### config.mk
export PLATFORM = sky130hd
export DESIGN_NAME = nbl_host
export DESIGN_NICKNAME = d
export VERILOG_FILES = /design/src/design/nbl_pkg.sv /design/src/design/nbl_pin_cycle.sv /design/src/design/nbl_host.sv
export VERILOG_INCLUDE_DIRS = /design/src /design/src/design
export SDC_FILE = /design/constraint.sdc
export NUM_CORES = 1
export LEC_CHECK = 0
export BUFFER_PORTS_ARGS = -buffer_cell sky130_fd_sc_hd__buf_4
export CAP_MARGIN = 15
export CELL_PAD_IN_SITES_DETAIL_PLACEMENT = 1
export CELL_PAD_IN_SITES_GLOBAL_PLACEMENT = 1
export CORE_MARGIN = 1
export CORE_UTILIZATION = 42
export CTS_CLUSTER_SIZE = 28
export DETAILED_ROUTE_END_ITERATION = 8
export GPL_TIMING_DRIVEN = 0
export PLACE_DENSITY_LB_ADDON = 0.1
export SYNTH_ARGS = -nofsm -noshare
export SYNTH_HDL_FRONTEND = slang
export SYNTH_SLANG_ARGS = --single-unit
### constraint.sdc
create_clock -name clk -period 2.4 [get_ports clk]
set_input_delay 0.12 -clock clk [delete_from_list [all_inputs] [get_ports clk]]
set_output_delay 0.12 -clock clk [all_outputs]
set_load 0.005 [all_outputs]
### src/design/nbl_cfg.svh
// Offsets, field positions, reset values, NAND command bytes and timing counts for the block-lock host.
`ifndef NBL_CFG_SVH
`define NBL_CFG_SVH

// ==========================================================================
// Register offsets (byte addresses on APB)
`define NBL_OFF_CTRL       8'h00
`define NBL_OFF_CMD        8'h04
`define NBL_OFF_START_BLK  8'h08
`define NBL_OFF_END_BLK    8'h0c
`define NBL_OFF_STATUS     8'h10
`define NBL_OFF_LOCK_STATE 8'h14

// ==========================================================================
// Field positions and reset values
`define NBL_CTRL_LFE_BIT    0
`define NBL_CTRL_WPHOLD_BIT 1
`define NBL_CTRL_RST        2'h1
`define NBL_ST_PWRDONE_BIT  0
`define NBL_ST_BUSY_BIT     1
`define NBL_ST_ERR_BIT      2
`define NBL_ST_RB_BIT       3
`define NBL_ROW_PAD         5'h00

// ==========================================================================
// Pin cycle kinds
`define NBL_K_CMD  2'h0
`define NBL_K_ADDR 2'h1
`define NBL_K_READ 2'h2

// ==========================================================================
// NAND command bytes
`define NBL_NC_LOCK       8'h2a
`define NBL_NC_LOCK_TIGHT 8'h2c
`define NBL_NC_UNLOCK_LO  8'h23
`define NBL_NC_UNLOCK_HI  8'h24
`define NBL_NC_LOCK_STAT  8'h7a
`define NBL_NC_STATUS     8'h70

// ==========================================================================
// Timing: figures in ns, cycle counts rounded up, never below one
`define NBL_CLK_NS        50
`define NBL_T_PWR_NS      10000
`define NBL_T_STROBE_NS   60
`define NBL_T_HIGH_NS     20
`define NBL_T_WP_PULSE_NS 100
`define NBL_CEIL(t)       ((((t) + `NBL_CLK_NS - 1) / `NBL_CLK_NS) < 1 ? 1 : (((t) + `NBL_CLK_NS - 1) / `NBL_CLK_NS))
`define NBL_PWR_CYC       `NBL_CEIL(`NBL_T_PWR_NS)
`define NBL_STROBE_CYC    `NBL_CEIL(`NBL_T_STROBE_NS)
`define NBL_HIGH_CYC      `NBL_CEIL(`NBL_T_HIGH_NS)
`define NBL_WP_CYC        `NBL_CEIL(`NBL_T_WP_PULSE_NS)

`endif

### src/design/nbl_pkg.sv
// Types shared by the block-lock host modules.
package nbl_pkg;

	// ==========================================================================
	// Operations that software orders through the command register
	typedef enum logic [2:0] {
		NBL_OP_LOCK   = 3'h0,
		NBL_OP_UNLOCK = 3'h1,
		NBL_OP_TIGHT  = 3'h2,
		NBL_OP_LSR    = 3'h3,
		NBL_OP_POLL   = 3'h4,
		NBL_OP_WP     = 3'h5
	} nbl_op_t;

	// ==========================================================================
	// Sequencer states
	typedef enum logic [5:0] {
		NBL_ST_PWR    = 6'b000001,
		NBL_ST_IDLE   = 6'b000010,
		NBL_ST_RBWAIT = 6'b000100,
		NBL_ST_ISSUE  = 6'b001000,
		NBL_ST_CYCLE  = 6'b010000,
		NBL_ST_WPLOW  = 6'b100000
	} nbl_state_t;

	// ==========================================================================
	// Pin cycle states
	typedef enum logic [3:0] {
		NBL_PC_IDLE  = 4'b0001,
		NBL_PC_SETUP = 4'b0010,
		NBL_PC_LOW   = 4'b0100,
		NBL_PC_HIGH  = 4'b1000
	} nbl_pc_state_t;

endpackage : nbl_pkg

### src/design/nbl_pin_cycle.sv
// One NAND bus cycle: command latch, address latch or data read, with strobe timing.
`timescale 1ns/10ps
`include "nbl_cfg.svh"

module nbl_pin_cycle (
	input  wire logic       clk,       // System clock.
	input  wire logic       reset_n,   // Asynchronous reset, active low.
	input  wire logic       start,     // Begin one bus cycle.
	input  wire logic [1:0] kind,      // Cycle kind.
	input  wire logic [7:0] data,      // Byte to drive.
	input  wire logic [7:0] io_in,     // Data pins as seen.
	output logic            cle,       // Command latch enable.
	output logic            ale,       // Address latch enable.
	output logic            we_n,      // Write strobe.
	output logic            rd_n,      // Read strobe.
	output logic [7:0]      io_out,    // Data pins driven value.
	output logic            io_oe_n,   // Data pin enable, low drives.
	output logic [7:0]      rd_data,   // Byte sampled on a read.
	output logic            done       // Cycle finished, one pulse.
);

	localparam logic [3:0] LOW_CYC  = 4'(`NBL_STROBE_CYC);
	localparam logic [3:0] HIGH_CYC = 4'(`NBL_HIGH_CYC);

	nbl_pkg::nbl_pc_state_t st_q, st_d;
	logic [3:0]             cnt_q, cnt_d;
	logic [1:0]             kind_q, kind_d;
	logic                   cle_d, ale_d, we_n_d, rd_n_d, io_oe_n_d, done_d;
	logic [7:0]             io_out_d, rd_data_d;

	// ==========================================================================
	// Next state
	always_comb begin
		st_d      = st_q;
		cnt_d     = cnt_q;
		kind_d    = kind_q;
		cle_d     = cle;
		ale_d     = ale;
		we_n_d    = we_n;
		rd_n_d    = rd_n;
		io_out_d  = io_out;
		io_oe_n_d = io_oe_n;
		rd_data_d = rd_data;
		done_d    = 1'b0;
		case (st_q)
			nbl_pkg::NBL_PC_IDLE: begin
				if (start) begin
					st_d      = nbl_pkg::NBL_PC_SETUP;
					kind_d    = kind;
					cle_d     = (kind == `NBL_K_CMD);
					ale_d     = (kind == `NBL_K_ADDR);
					io_out_d  = data;
					io_oe_n_d = (kind == `NBL_K_READ);
				end
			end
			nbl_pkg::NBL_PC_SETUP: begin
				st_d  = nbl_pkg::NBL_PC_LOW;
				cnt_d = LOW_CYC - 4'h1;
				if (kind_q == `NBL_K_READ) begin
					rd_n_d = 1'b0;
				end else begin
					we_n_d = 1'b0;
				end
			end
			nbl_pkg::NBL_PC_LOW: begin
				if (cnt_q == 4'h0) begin
					st_d   = nbl_pkg::NBL_PC_HIGH;
					cnt_d  = HIGH_CYC - 4'h1;
					we_n_d = 1'b1;
					rd_n_d = 1'b1;
					if (kind_q == `NBL_K_READ) begin
						rd_data_d = io_in;
					end
				end else begin
					cnt_d = cnt_q - 4'h1;
				end
			end
			nbl_pkg::NBL_PC_HIGH: begin
				if (cnt_q == 4'h0) begin
					st_d      = nbl_pkg::NBL_PC_IDLE;
					cle_d     = 1'b0;
					ale_d     = 1'b0;
					io_oe_n_d = 1'b1;
					done_d    = 1'b1;
				end else begin
					cnt_d = cnt_q - 4'h1;
				end
			end
			default: begin
				st_d = nbl_pkg::NBL_PC_IDLE;
			end
		endcase
	end

	// ==========================================================================
	// Registers
	always_ff @(posedge clk or negedge reset_n) begin
		if (!reset_n) begin
			st_q    <= nbl_pkg::NBL_PC_IDLE;
			cnt_q   <= 4'h0;
			kind_q  <= `NBL_K_CMD;
			cle     <= 1'b0;
			ale     <= 1'b0;
			we_n    <= 1'b1;
			rd_n    <= 1'b1;
			io_out  <= 8'h00;
			io_oe_n <= 1'b1;
			rd_data <= 8'h00;
			done    <= 1'b0;
		end else begin
			st_q    <= st_d;
			cnt_q   <= cnt_d;
			kind_q  <= kind_d;
			cle     <= cle_d;
			ale     <= ale_d;
			we_n    <= we_n_d;
			rd_n    <= rd_n_d;
			io_out  <= io_out_d;
			io_oe_n <= io_oe_n_d;
			rd_data <= rd_data_d;
			done    <= done_d;
		end
	end

endmodule : nbl_pin_cycle

### src/design/nbl_host.sv
// Host controller that drives the block-lock protection of a NAND flash from APB registers.
//
// Operation
// - Unlock: 23h, start block, 24h, end block.
// - Start block not above end block.
// - Lock status read: 7Ah, block address, read.
// - No lock status read while device busy.
// - Enable high uses 7Ah, low uses 70h.
// - Wait 10us after power-up before commands.
// - Hold write-protect low during power transitions.
//
// Design decisions made here: the APB interface to the registers and the register offsets.
`timescale 1ns/10ps
`include "nbl_cfg.svh"

module nbl_host #(
	parameter int BLK_W = 11                       // Block address width.
) (
	input  wire logic        clk,                     // System clock, 20 MHz.
	input  wire logic        reset_n,                 // Asynchronous reset, active low.
	input  wire logic        psel,                    // APB select.
	input  wire logic        penable,                 // APB enable.
	input  wire logic        pwrite,                  // APB direction.
	input  wire logic [7:0]  paddr,                   // APB byte address.
	input  wire logic [31:0] pwdata,                  // APB write data.
	output logic      [31:0] prdata,                  // APB read data.
	output logic             pready,                  // APB ready.
	output logic             pslverr,                 // APB error.
	output logic             nand_ce_n,               // Chip select.
	output logic             nand_cle,                // Command latch enable.
	output logic             nand_ale,                // Address latch enable.
	output logic             nand_we_n,               // Write strobe.
	output logic             read_strobe_n,           // Read strobe.
	output logic             nand_wp_n,               // Write protect.
	output logic             lock_feature_enable_pin, // Lock feature enable.
	input  wire logic [7:0]  nand_io_in,              // Data pins as seen.
	output logic      [7:0]  nand_io_out,             // Data pins driven value.
	output logic             nand_io_oe_n,            // Data pin enable, low drives.
	input  wire logic        nand_rb                  // Ready/busy, wired-OR, high ready.
);

	if (BLK_W < 1 || BLK_W > 11) begin : g_chk
		$error("BLK_W must lie between 1 and 11");
	end

	localparam logic [7:0] PWR_CYC = 8'(`NBL_PWR_CYC);
	localparam logic [3:0] WP_CYC  = 4'(`NBL_WP_CYC);

	// ==========================================================================
	// Declarations
	nbl_pkg::nbl_state_t st_q, st_d;
	nbl_pkg::nbl_op_t    op_q, op_d;
	logic [2:0]          idx_q, idx_d;
	logic [7:0]          pwr_cnt_q, pwr_cnt_d;
	logic [3:0]          wp_cnt_q, wp_cnt_d;
	logic [1:0]          ctrl_q, ctrl_d;
	logic [BLK_W-1:0]    sblk_q, sblk_d, eblk_q, eblk_d;
	logic [7:0]          lock_byte_q, lock_byte_d;
	logic                err_q, err_d, ce_n_d, wp_n_d;
	logic [31:0]         prdata_d;
	logic                pready_d, pslverr_d;
	logic                access, wr_fire, cmd_wr, mapped;
	logic [10:0]         step;
	logic [15:0]         srow, erow;
	logic                pc_done;
	logic [7:0]          pc_rd_data;

	// Row address bytes: block number sits above the five page bits.
	assign srow = 16'({11'(sblk_q), `NBL_ROW_PAD});
	assign erow = 16'({11'(eblk_q), `NBL_ROW_PAD});

	// ==========================================================================
	// Bus cycle sequence per operation: {last, kind, byte}
	function automatic logic [10:0] seq_step(input nbl_pkg::nbl_op_t op, input logic [2:0] idx,
	                                         input logic lfe, input logic [15:0] sr, input logic [15:0] er);
		logic [10:0] r;
		r = {1'b1, `NBL_K_READ, 8'h00};
		case (op)
			nbl_pkg::NBL_OP_LOCK:  r = {1'b1, `NBL_K_CMD, `NBL_NC_LOCK};
			nbl_pkg::NBL_OP_TIGHT: r = {1'b1, `NBL_K_CMD, `NBL_NC_LOCK_TIGHT};
			nbl_pkg::NBL_OP_UNLOCK: begin
				case (idx)
					3'h0:    r = {1'b0, `NBL_K_CMD, `NBL_NC_UNLOCK_LO};
					3'h1:    r = {1'b0, `NBL_K_ADDR, sr[7:0]};
					3'h2:    r = {1'b0, `NBL_K_ADDR, sr[15:8]};
					3'h3:    r = {1'b0, `NBL_K_CMD, `NBL_NC_UNLOCK_HI};
					3'h4:    r = {1'b0, `NBL_K_ADDR, er[7:0]};
					default: r = {1'b1, `NBL_K_ADDR, er[15:8]};
				endcase
			end
			nbl_pkg::NBL_OP_LSR: begin
				if (lfe) begin
					case (idx)
						3'h0:    r = {1'b0, `NBL_K_CMD, `NBL_NC_LOCK_STAT};
						3'h1:    r = {1'b0, `NBL_K_ADDR, sr[7:0]};
						3'h2:    r = {1'b0, `NBL_K_ADDR, sr[15:8]};
						default: r = {1'b1, `NBL_K_READ, 8'h00};
					endcase
				end else begin
					case (idx)
						3'h0:    r = {1'b0, `NBL_K_CMD, `NBL_NC_STATUS};
						default: r = {1'b1, `NBL_K_READ, 8'h00};
					endcase
				end
			end
			default: r = {1'b1, `NBL_K_READ, 8'h00};
		endcase
		return r;
	endfunction : seq_step

	assign step = seq_step(op_q, idx_q, ctrl_q[`NBL_CTRL_LFE_BIT], srow, erow);

	// ==========================================================================
	// APB slave
	assign access  = psel & penable;
	assign wr_fire = access & pready & pwrite & ~pslverr;
	assign cmd_wr  = wr_fire & (paddr == `NBL_OFF_CMD);
	assign mapped  = (paddr == `NBL_OFF_CTRL) | (paddr == `NBL_OFF_CMD) | (paddr == `NBL_OFF_START_BLK) |
	                 (paddr == `NBL_OFF_END_BLK) | (paddr == `NBL_OFF_STATUS) | (paddr == `NBL_OFF_LOCK_STATE);

	always_comb begin
		pready_d  = access & ~pready;
		pslverr_d = 1'b0;
		prdata_d  = prdata;
		ctrl_d    = ctrl_q;
		sblk_d    = sblk_q;
		eblk_d    = eblk_q;
		if (access & ~pready) begin
			pslverr_d = ~mapped | (pwrite & (paddr == `NBL_OFF_CMD) & (st_q != nbl_pkg::NBL_ST_IDLE));
			prdata_d  = 32'h0000_0000;
			if (!pwrite) begin
				case (paddr)
					`NBL_OFF_CTRL:       prdata_d = 32'(ctrl_q);
					`NBL_OFF_CMD:        prdata_d = 32'(op_q);
					`NBL_OFF_START_BLK:  prdata_d = 32'(sblk_q);
					`NBL_OFF_END_BLK:    prdata_d = 32'(eblk_q);
					`NBL_OFF_STATUS:     prdata_d = 32'({nand_rb, err_q, st_q != nbl_pkg::NBL_ST_IDLE,
					                                     st_q != nbl_pkg::NBL_ST_PWR});
					`NBL_OFF_LOCK_STATE: prdata_d = 32'(lock_byte_q[2:0]);
					default:             prdata_d = 32'h0000_0000;
				endcase
			end
		end
		if (wr_fire) begin
			case (paddr)
				`NBL_OFF_CTRL:      ctrl_d = pwdata[1:0];
				`NBL_OFF_START_BLK: sblk_d = pwdata[BLK_W-1:0];
				`NBL_OFF_END_BLK:   eblk_d = pwdata[BLK_W-1:0];
				default:            ctrl_d = ctrl_q;
			endcase
		end
	end

	always_ff @(posedge clk or negedge reset_n) begin
		if (!reset_n) begin
			pready  <= 1'b0;
			pslverr <= 1'b0;
			prdata  <= 32'h0000_0000;
			ctrl_q  <= `NBL_CTRL_RST;
			sblk_q  <= '0;
			eblk_q  <= '0;
		end else begin
			pready  <= pready_d;
			pslverr <= pslverr_d;
			prdata  <= prdata_d;
			ctrl_q  <= ctrl_d;
			sblk_q  <= sblk_d;
			eblk_q  <= eblk_d;
		end
	end

	// ==========================================================================
	// Operation sequencer
	always_comb begin
		st_d        = st_q;
		op_d        = op_q;
		idx_d       = idx_q;
		pwr_cnt_d   = pwr_cnt_q;
		wp_cnt_d    = wp_cnt_q;
		err_d       = err_q;
		lock_byte_d = lock_byte_q;
		ce_n_d      = nand_ce_n;
		case (st_q)
			nbl_pkg::NBL_ST_PWR: begin
				if (pwr_cnt_q == 8'h00) begin
					st_d = nbl_pkg::NBL_ST_IDLE;
				end else begin
					pwr_cnt_d = pwr_cnt_q - 8'h01;
				end
			end
			nbl_pkg::NBL_ST_IDLE: begin
				if (cmd_wr) begin
					op_d  = nbl_pkg::nbl_op_t'(pwdata[2:0]);
					idx_d = 3'h0;
					err_d = 1'b0;
					case (nbl_pkg::nbl_op_t'(pwdata[2:0]))
						nbl_pkg::NBL_OP_WP: begin
							st_d     = nbl_pkg::NBL_ST_WPLOW;
							wp_cnt_d = WP_CYC - 4'h1;
						end
						nbl_pkg::NBL_OP_UNLOCK: begin
							if (sblk_q > eblk_q) begin
								err_d = 1'b1;
							end else begin
								st_d = nbl_pkg::NBL_ST_ISSUE;
							end
						end
						nbl_pkg::NBL_OP_LSR, nbl_pkg::NBL_OP_POLL: st_d = nbl_pkg::NBL_ST_RBWAIT;
						nbl_pkg::NBL_OP_LOCK, nbl_pkg::NBL_OP_TIGHT: st_d = nbl_pkg::NBL_ST_ISSUE;
						default: err_d = 1'b1;
					endcase
				end
			end
			nbl_pkg::NBL_ST_RBWAIT: begin
				if (nand_rb) begin
					st_d = nbl_pkg::NBL_ST_ISSUE;
				end
			end
			nbl_pkg::NBL_ST_ISSUE: begin
				st_d   = nbl_pkg::NBL_ST_CYCLE;
				ce_n_d = 1'b0;
			end
			nbl_pkg::NBL_ST_CYCLE: begin
				if (pc_done) begin
					if (step[9:8] == `NBL_K_READ) begin
						lock_byte_d = pc_rd_data;
					end
					if (step[10]) begin
						st_d   = nbl_pkg::NBL_ST_IDLE;
						ce_n_d = 1'b1;
					end else begin
						idx_d = idx_q + 3'h1;
						st_d  = nbl_pkg::NBL_ST_ISSUE;
					end
				end
			end
			nbl_pkg::NBL_ST_WPLOW: begin
				if (wp_cnt_q == 4'h0) begin
					st_d = nbl_pkg::NBL_ST_IDLE;
				end else begin
					wp_cnt_d = wp_cnt_q - 4'h1;
				end
			end
			default: st_d = nbl_pkg::NBL_ST_IDLE;
		endcase
		// Write protect stays low through recovery, pulses and software hold.
		wp_n_d = ~((st_d == nbl_pkg::NBL_ST_PWR) | (st_d == nbl_pkg::NBL_ST_WPLOW) |
		           ctrl_d[`NBL_CTRL_WPHOLD_BIT]);
	end

	always_ff @(posedge clk or negedge reset_n) begin
		if (!reset_n) begin
			st_q                    <= nbl_pkg::NBL_ST_PWR;
			op_q                    <= nbl_pkg::NBL_OP_LOCK;
			idx_q                   <= 3'h0;
			pwr_cnt_q               <= PWR_CYC;
			wp_cnt_q                <= 4'h0;
			err_q                   <= 1'b0;
			lock_byte_q             <= 8'h00;
			nand_ce_n               <= 1'b1;
			nand_wp_n               <= 1'b0;
			lock_feature_enable_pin <= 1'b0;
		end else begin
			st_q                    <= st_d;
			op_q                    <= op_d;
			idx_q                   <= idx_d;
			pwr_cnt_q               <= pwr_cnt_d;
			wp_cnt_q                <= wp_cnt_d;
			err_q                   <= err_d;
			lock_byte_q             <= lock_byte_d;
			nand_ce_n               <= ce_n_d;
			nand_wp_n               <= wp_n_d;
			lock_feature_enable_pin <= ctrl_d[`NBL_CTRL_LFE_BIT];
		end
	end

	// ==========================================================================
	// Pin timing engine
	nbl_pin_cycle u_pin (
		.clk     (clk),
		.reset_n (reset_n),
		.start   (st_q == nbl_pkg::NBL_ST_ISSUE),
		.kind    (step[9:8]),
		.data    (step[7:0]),
		.io_in   (nand_io_in),
		.cle     (nand_cle),
		.ale     (nand_ale),
		.we_n    (nand_we_n),
		.rd_n    (read_strobe_n),
		.io_out  (nand_io_out),
		.io_oe_n (nand_io_oe_n),
		.rd_data (pc_rd_data),
		.done    (pc_done)
	);

endmodule : nbl_host

==> impl_results.md, run 1 <==
- Maximum root-to-sink buffer count: 2
- Clock Skew: between 9 and 10 ps
- CP endpoint kind: flop
- Final Cell Area: about 6400 sq um
- Synthesized cell area: between 5000 and 6000 sq um
- Hold Path Origin: nand_io_in[0]
- Post-DRT Antenna Nets: 0
- TritonCTS clock tree: built
- Register area: around 2400 sq um
- Uppermost layer routed: met4
- R2r startpoint: idx_q[0]
- Synthesized netlist cell count: around 550
- Max IR drop VDD: 506.5 uV
- Critical R2R Capture: u_pin.io_out[6]
- Layout Cells excl Fill: 815
- PwrDens: 524.2 nW/um^2
- # clock sinks: 95
- #FFs+latches synth: 95
- Routability Congestion: roughly 0.9
- All-Layer GR Usage: between 20% and 30%
- DRT met1 WL: roughly 6100 microns
- # DRC: 0
- Multi-input logic area: around 2600 sq um
- Sink of the worst hold path: u_pin.rd_data[0]
- Largest fanout on the critical path: 9
- Global-route wire length before repair: roughly 23,000 microns
- Post-synth EDFFs: 0
- WL final: ~14,000 microns
- Class of the worst hold path: in -> reg
- Util after Layout: between 50% and 60%
- Clock Power Share: 46.9%
- Distinct cell type count after synthesis: between 60 and 70
- Pint: 2.635 mW
- Total Power: 3.375 mW
- Root Driver: clkbuf_16
- Clock transition at path regs: ~70 ps
- RSZ-0062 raised after global routing: true
- Static Leak: 2.988 nW
- Critical Path Source Type: flop
- Drt pass-1 iters: 4
- Sequential Power Share: roughly 48%
- Die area: approximately 13,000 sq um
- Vias: around 4,400
- Most common cell after layout, fill and taps aside: dfrtp_1
- Post-synth top area cell: dfrtp_1
- Setup CP Type: reg -> reg
- Nets: a little over 700
- WP data arrival: 2550 ps
- Clk_lat worst skew: between 300 and 400 ps
- Diode count: 0
- Largest net degree at the start of global routing: 49
- Area Overhead vs Synth: 21.74%
- DP Area: roughly 6000 sq um
- Max-slew violation count: 0
- Post-CTS setup buffers: 0
- R2R Setup Slk: about 76 ps
- FP Rows: 40
- Fin crit share: 96.84%
- R2R cell count: 8
- Status: finished clean
- Post-DP HPWL: between 10,000 and 15,000 microns
- Sw Pwr: 0.7399 mW
- Slew Limit Headroom: a little over a third
- Worst EP required: about 2600 ps
- Inserted Clock Buffers: 9
- Fin. Hold Viols: 0
- Combinational share of power: under 10%
- CTS H-tree depth: 3
- I/O Pins: between 100 and 150
- Max Fclk: between 0.4 and 0.5 GHz
- Share of layout cells above drive strength 1: 23.65%
- Gr ovfl total: 0
- Synth top area share: around two fifths
- Vias in the first global route: ~4,700
- Die width: ~110 microns
- Fillers: 1,394
- Commonest non-fill, non-tap cells in the layout: dfrtp_1 (85), buf_4 (76), nand2_1 (57)
- Port Buffers: 53
- Actual slew at the worst max-slew pin: 966.5 ps
- Sw Share: a little over a fifth
- Cells after DPL: just under 800
- Yosys warning total: 0
- Crit path time final: between 2000 and 2500 ps
- Via density: 5.372
- Mapped Avg Cell Area: slightly below 10 sq um
- Met2 WL: 7313 microns
- DR WL met3: approximately 410 microns
- Top_reg_cell synth: dfrtp_1
- Final setup fails: 0
- Synth area leaders: dfrtp_1 (40%), ha_1 (5.2%), dfstp_2 (5.0%)
- Worst Hold Depth: 2
- Final setup TNS: 0 ps
- Die extent in y: approximately 110 microns
- Starting Density: 43.49%
- Antenna violations before repair: 0
- Sequential share of the synthesized area: a little under half
- Core Region: 12,160 sq um
- Routed WL per cell: ~17 microns
- Initial drt markers: 200
- Max-cap viol count: 0
- Share of flip-flops with an asynchronous set or reset: between 90% and 100%
-- worst max-delay path: stages, from the launching register on --
cell      delay [ps]
dfrtp_1          410
inv_1            150
ha_2             320
o21bai_1         160
and2_1           170
clkbuf_1         180
a221o_1          330
a221oi_1         350
o21ai_0          120
-- worst max-delay path by stage --
stage                     startpoint              end  slack [ps]  cells after the start
final                       idx_q[0]  u_pin.io_out[6]          80                      8
after global routing        idx_q[0]  u_pin.io_out[6]         -30                      8
after CTS                   idx_q[0]  u_pin.io_out[6]          50                      8
after detailed placement    idx_q[0]  u_pin.io_out[6]        -100                      9
after global placement      idx_q[0]  u_pin.io_out[6]         -40                      9
after floorplan             idx_q[0]  u_pin.io_out[2]         320                      9
-- cell families after synthesis --
family,count (synthesis),share of synthesized area (%)
simple gates,183,18.07
compound gates,140,17.60
buf+inv,74,7.121
xor+xnor,9,1.491
fa+ha+maj,22,5.205
mux,25,5.252
flops,95,45.19
other cells,1,0.07090
-- metal layers --
layer,global-route usage (%),vias to the layer above
li1,-,2108
met1,28.35,2185
met2,41.25,67
met3,3.917,18
met4,7.706,0
met5,0,-
-- flip-flops by register name, indices dropped and copies added (netlist names), 2 cells and up --
signal         cells
u_pin.cnt_q        4
lock_byte_q        3
pwr_cnt_q          8
st_q               6
wp_cnt_q           4
prdata            11
ctrl_q             2
idx_q              3
sblk_q            11
op_q               3
u_pin.io_out       8
u_pin.rd_data      3
eblk_q            11
u_pin.kind_q       2
u_pin.st_q         4
-- power by group through the flow --
stage | Combinational (mW) | Clock (mW) | Sequential (mW)
final | 0.179 | 1.58 | 1.61
after global routing | 0.200 | 1.66 | 1.61
after CTS | 0.180 | 1.61 | 1.61
after detailed placement | 0.167 | 0 | 1.64
after global placement | 0.158 | 0 | 1.64
after floorplan | 0.0731 | 0 | 1.64
-- Yosys cell counts (all sizes together), types with 4 or more instances --
cell	instances
nor4	6
and2	5
xnor2	6
nand2	57
mux2	22
o22ai	6
a22o	6
a21o	6
nand2b	9
nand3b	4
a21oi	27
nor2b	10
dfstp	10
o21ai	36
a22oi	15
nor2	34
buf	28
nand4	5
a31oi	11
nor3	20
inv	29
o21a	4
dfrtp	85
and3	4
ha	22
nand3	14
clkbuf	17
nor3b	4
-- cell type report --
cell class	count	share of cell area (%)
multi-input combinational	400	40.67
sequential	95	37.12
timing repair buffer	64	8.162
buffer	43	4.061
clock buffer	11	3.770
tap	168	3.265
inverter	29	1.691
clock inverter	5	1.263
-- metrics by stage --
stage,hold WS (ps),setup WS [ps]
2_1_floorplan,-175.6,316.7
3_3_place_gp,331.2,-39.79
3_5_place_dp,182.1,-102.7
4_1_cts,0.007772,51.24
5_1_grt,16.46,-27.91
6_report,8.053,75.91
-- repair_timing --
action                     4_1_cts  5_1_grt
cloned                           0        0
hold buffers                    10        0
setup endpoints to repair        3       11
hold endpoints to repair        53        0
gates resized for setup          2        7
Note: power is estimated with default switching activity, not from simulation.
==> run 2, diff against run 1 <==
- CELL_PAD_IN_SITES_DETAIL_PLACEMENT: 1 -> default
- CELL_PAD_IN_SITES_GLOBAL_PLACEMENT: 1 -> default
- CORE_UTILIZATION: 42 -> 55
- PLACE_DENSITY: default -> 0.8
- PLACE_DENSITY_LB_ADDON: 0.1 -> default
==> run 2 against run 1 <==
Effect of this change:
- cell area shrank 2.4%
- maximum frequency increased by 2.6%
- global-route usage rose by 2.7 points
- largest cell class unchanged
- highest routed layer unchanged
==> impl_results.md, run 2 (synthesized netlist as in run 1, its figures left out) <==
- Final Cell Area: 6281 sq um (was 6439 sq um)
- Max IR drop VDD: 349.3 uV (was 506.5 uV)
- Port Buffers: 53 (unchanged)
- Biggest registers after layout: eblk_q (11), prdata (11), sblk_q (11) (unchanged)
- PwrDens: 457.9 nW/um^2 (was 524.2 nW/um^2)
- Clock transition at path regs: 100 ps (was 70 ps)
- Die width: 100.1 microns (was 114.2 microns)
- Commonest non-fill, non-tap cells in the layout: dfrtp_1 (85), buf_4 (76), nand2_1 (57) (unchanged)
- Core Region: 9284 sq um (was 12,160 sq um)
- Util after Layout: 67.66% (was 52.94%)
- Worst Hold Depth: 3 (was 2)
- Post-DP HPWL: 9038 microns (was 10,520 microns)
- Fin crit share: 94.34% (was 96.84%)
- Max-cap viol count: 0 (unchanged)
- Inserted Clock Buffers: 9 (unchanged)
- Largest fanout on the critical path: 10 (was 9)
- Die area: 10,010 sq um (was 13,050 sq um)
- Post-DRT Antenna Nets: 0 (unchanged)
- Vias: 4,385 (was 4,378)
- Class of the worst hold path: in -> reg (unchanged)
- Slowest cell on crit path: dfrtp_1 (unchanged)
- Largest net degree at the start of global routing: 96 (was 49)
- Sw Share: 23.21% (was 21.92%)
- Area Overhead vs Synth: 18.76% (was 21.74%)
- FP Rows: 35 (was 40)
- Root Driver: clkbuf_8 (was clkbuf_16)
- Crit path time final: 2264 ps (was 2324 ps)
- CP Cell Sequence: inv_1 -> ha_1 -> nor2_1 -> and2_1 -> clkbuf_1 -> a221o_1 -> a221oi_1 -> o21ai_0 (was inv_1 -> ha_2 -> o21bai_1 -> and2_1 -> clkbuf_1 -> a221o_1 -> a221oi_1 -> o21ai_0)
- Antenna violations before repair: 0 (unchanged)
- Drt pass-1 iters: 5 (was 4)
- RSZ-0062 raised after global routing: false (was true)
- Post-CTS setup buffers: 0 (unchanged)
- Global-route wire length before repair: 20,500 microns (was 23,250 microns)
- Clock Power Share: 37.6% (was 46.9%)
- # clock sinks: 95 (unchanged)
- CTS H-tree depth: 3 (unchanged)
- Diode count: 0 (unchanged)
- Total Power: 2.876 mW (was 3.375 mW)
- Status: finished clean (unchanged)
- Starting Density: 56.97% (was 43.49%)
- CP endpoint kind: flop (unchanged)
- Vias in the first global route: 4,304 (was 4,681)
- Maximum root-to-sink buffer count: 2 (unchanged)
- Worst EP required: 2640 ps (was 2620 ps)
- R2R Setup Slk: 140 ps (was 80 ps)
- Most common cell after layout, fill and taps aside: dfrtp_1 (unchanged)
- Static Leak: 2.955 nW (was 2.988 nW)
- DP Area: 5923 sq um (was 6000 sq um)
- Gr ovfl total: 0 (unchanged)
- Pint: 2.208 mW (was 2.635 mW)
- WP data arrival: 2510 ps (was 2550 ps)
- TritonCTS clock tree: built (unchanged)
- Sw Pwr: 0.6674 mW (was 0.7399 mW)
- R2R cell count: 8 (unchanged)
- Die extent in y: 100.1 microns (was 114.2 microns)
- CP max stage delay: 410 ps (about the same)
- Nets: 721 (was 718)
- Routability Congestion: 0.9363 (was 0.8987)
- All-Layer GR Usage: 25.87% (was 23.14%)
- Final setup fails: 0 (unchanged)
- Combinational share of power: 6.3% (was 5.3%)
- Clock Skew: 16.60 ps (was 9.231 ps)
- Sequential Power Share: 56.1% (was 47.8%)
- Routed WL per cell: 15.74 microns (was 17.32 microns)
- I/O Pins: 104 (unchanged)
- Hold Path Origin: pwrite (was nand_io_in[0])
- # DRC: 0 (unchanged)
- Fin. Hold Viols: 0 (unchanged)
- Clk_lat worst skew: 360 ps (was 350 ps)
- Critical Path Source: idx_q[0] (unchanged)
- Critical Path Source Type: flop (unchanged)
- Initial drt markers: 229 (was 200)
- WL final: 12,260 microns (was 14,110 microns)
- Slew Limit Headroom: 39.35% (was 34.97%)
- Max Fclk: 0.4417 GHz (was 0.4303 GHz)
- Share of layout cells above drive strength 1: 22.92% (was 23.65%)
- Via density: 5.629 (was 5.372)
- Max-slew violation count: 0 (unchanged)
- Setup CP Type: reg -> reg (unchanged)
- R2r startpoint: idx_q[0] (unchanged)
- Actual slew at the worst max-slew pin: 901.5 ps (was 966.5 ps)
[run 2: cell count changes in the layout (fill, tap and decap cells not counted), moves of 3 or more]
cell	previous run	this run
ha_1	18	21
dlygate4sd3_1	10	13
ha_2	4	1
clkbuf_8	1	10
clkbuf_16	9	0
[run 2: layout make-up]
type,instances,area (sq um)
multi-input cells,400,2605
clock inverters,5,57.56
inverters,29,108.9
well taps,129,161.4
flip-flops and latches,95,2390
plain buffers,43,261.5
repair buffers,67,555.5
clock buffers,11,141.4
fillers,781,3003
[run 2: power by group through the flow]
stage	logic [mW]	clock network, mW	registers, mW
floorplan	0.0731	0	1.64
global placement	0.154	0	1.64
detailed placement	0.158	0	1.64
CTS	0.173	1.09	1.61
global route	0.200	1.16	1.61
finish	0.181	1.08	1.61
[run 2: path summary, 6_finish.rpt]
path,endpoint
max,u_pin.io_out[6]
min,pslverr
max reg2reg,u_pin.io_out[6]
min reg2reg,u_pin.io_oe_n
max in group asynchronous,u_pin.io_oe_n
min in group asynchronous,pwr_cnt_q[0]
[run 2: repair_timing]
item,CTS,global route
gates resized for setup,0,5
hold endpoints to repair,13,19
endpoints found under the setup margin,2,5
hold buffers,12,1
[run 2: per-stage QoR]
step           instances  setup TNS, ps  worst slack [ps]  hold WS (ps)
4_1_cts              777              0             44.33         23.42
6_report             779              0             135.9         51.96
3_5_place_dp         751         -101.6            -73.42         343.7
3_3_place_gp         751         -22.86            -22.86         337.3
5_1_grt              779              0             1.757         60.22
2_1_floorplan        569              0             316.7        -175.6
[run 2: metal layers]
metal | routed length (microns) | GRT usage, %
met1 | 5252 | 33.47
met2 | 6202 | 44.56
met3 | 564 | 4.387
met4 | 240 | 8.250
met5 | 0 | 0
[run 2: critical path, delay by kind of cell, from the launching register on]
family | cells | cell delay [ps]
DFF | 1 | 410
buffers and inverters | 2 | 310
AOI/OAI and AO/OA | 3 | 770
and+or+nand+nor | 2 | 290
adders and majority gates | 1 | 380
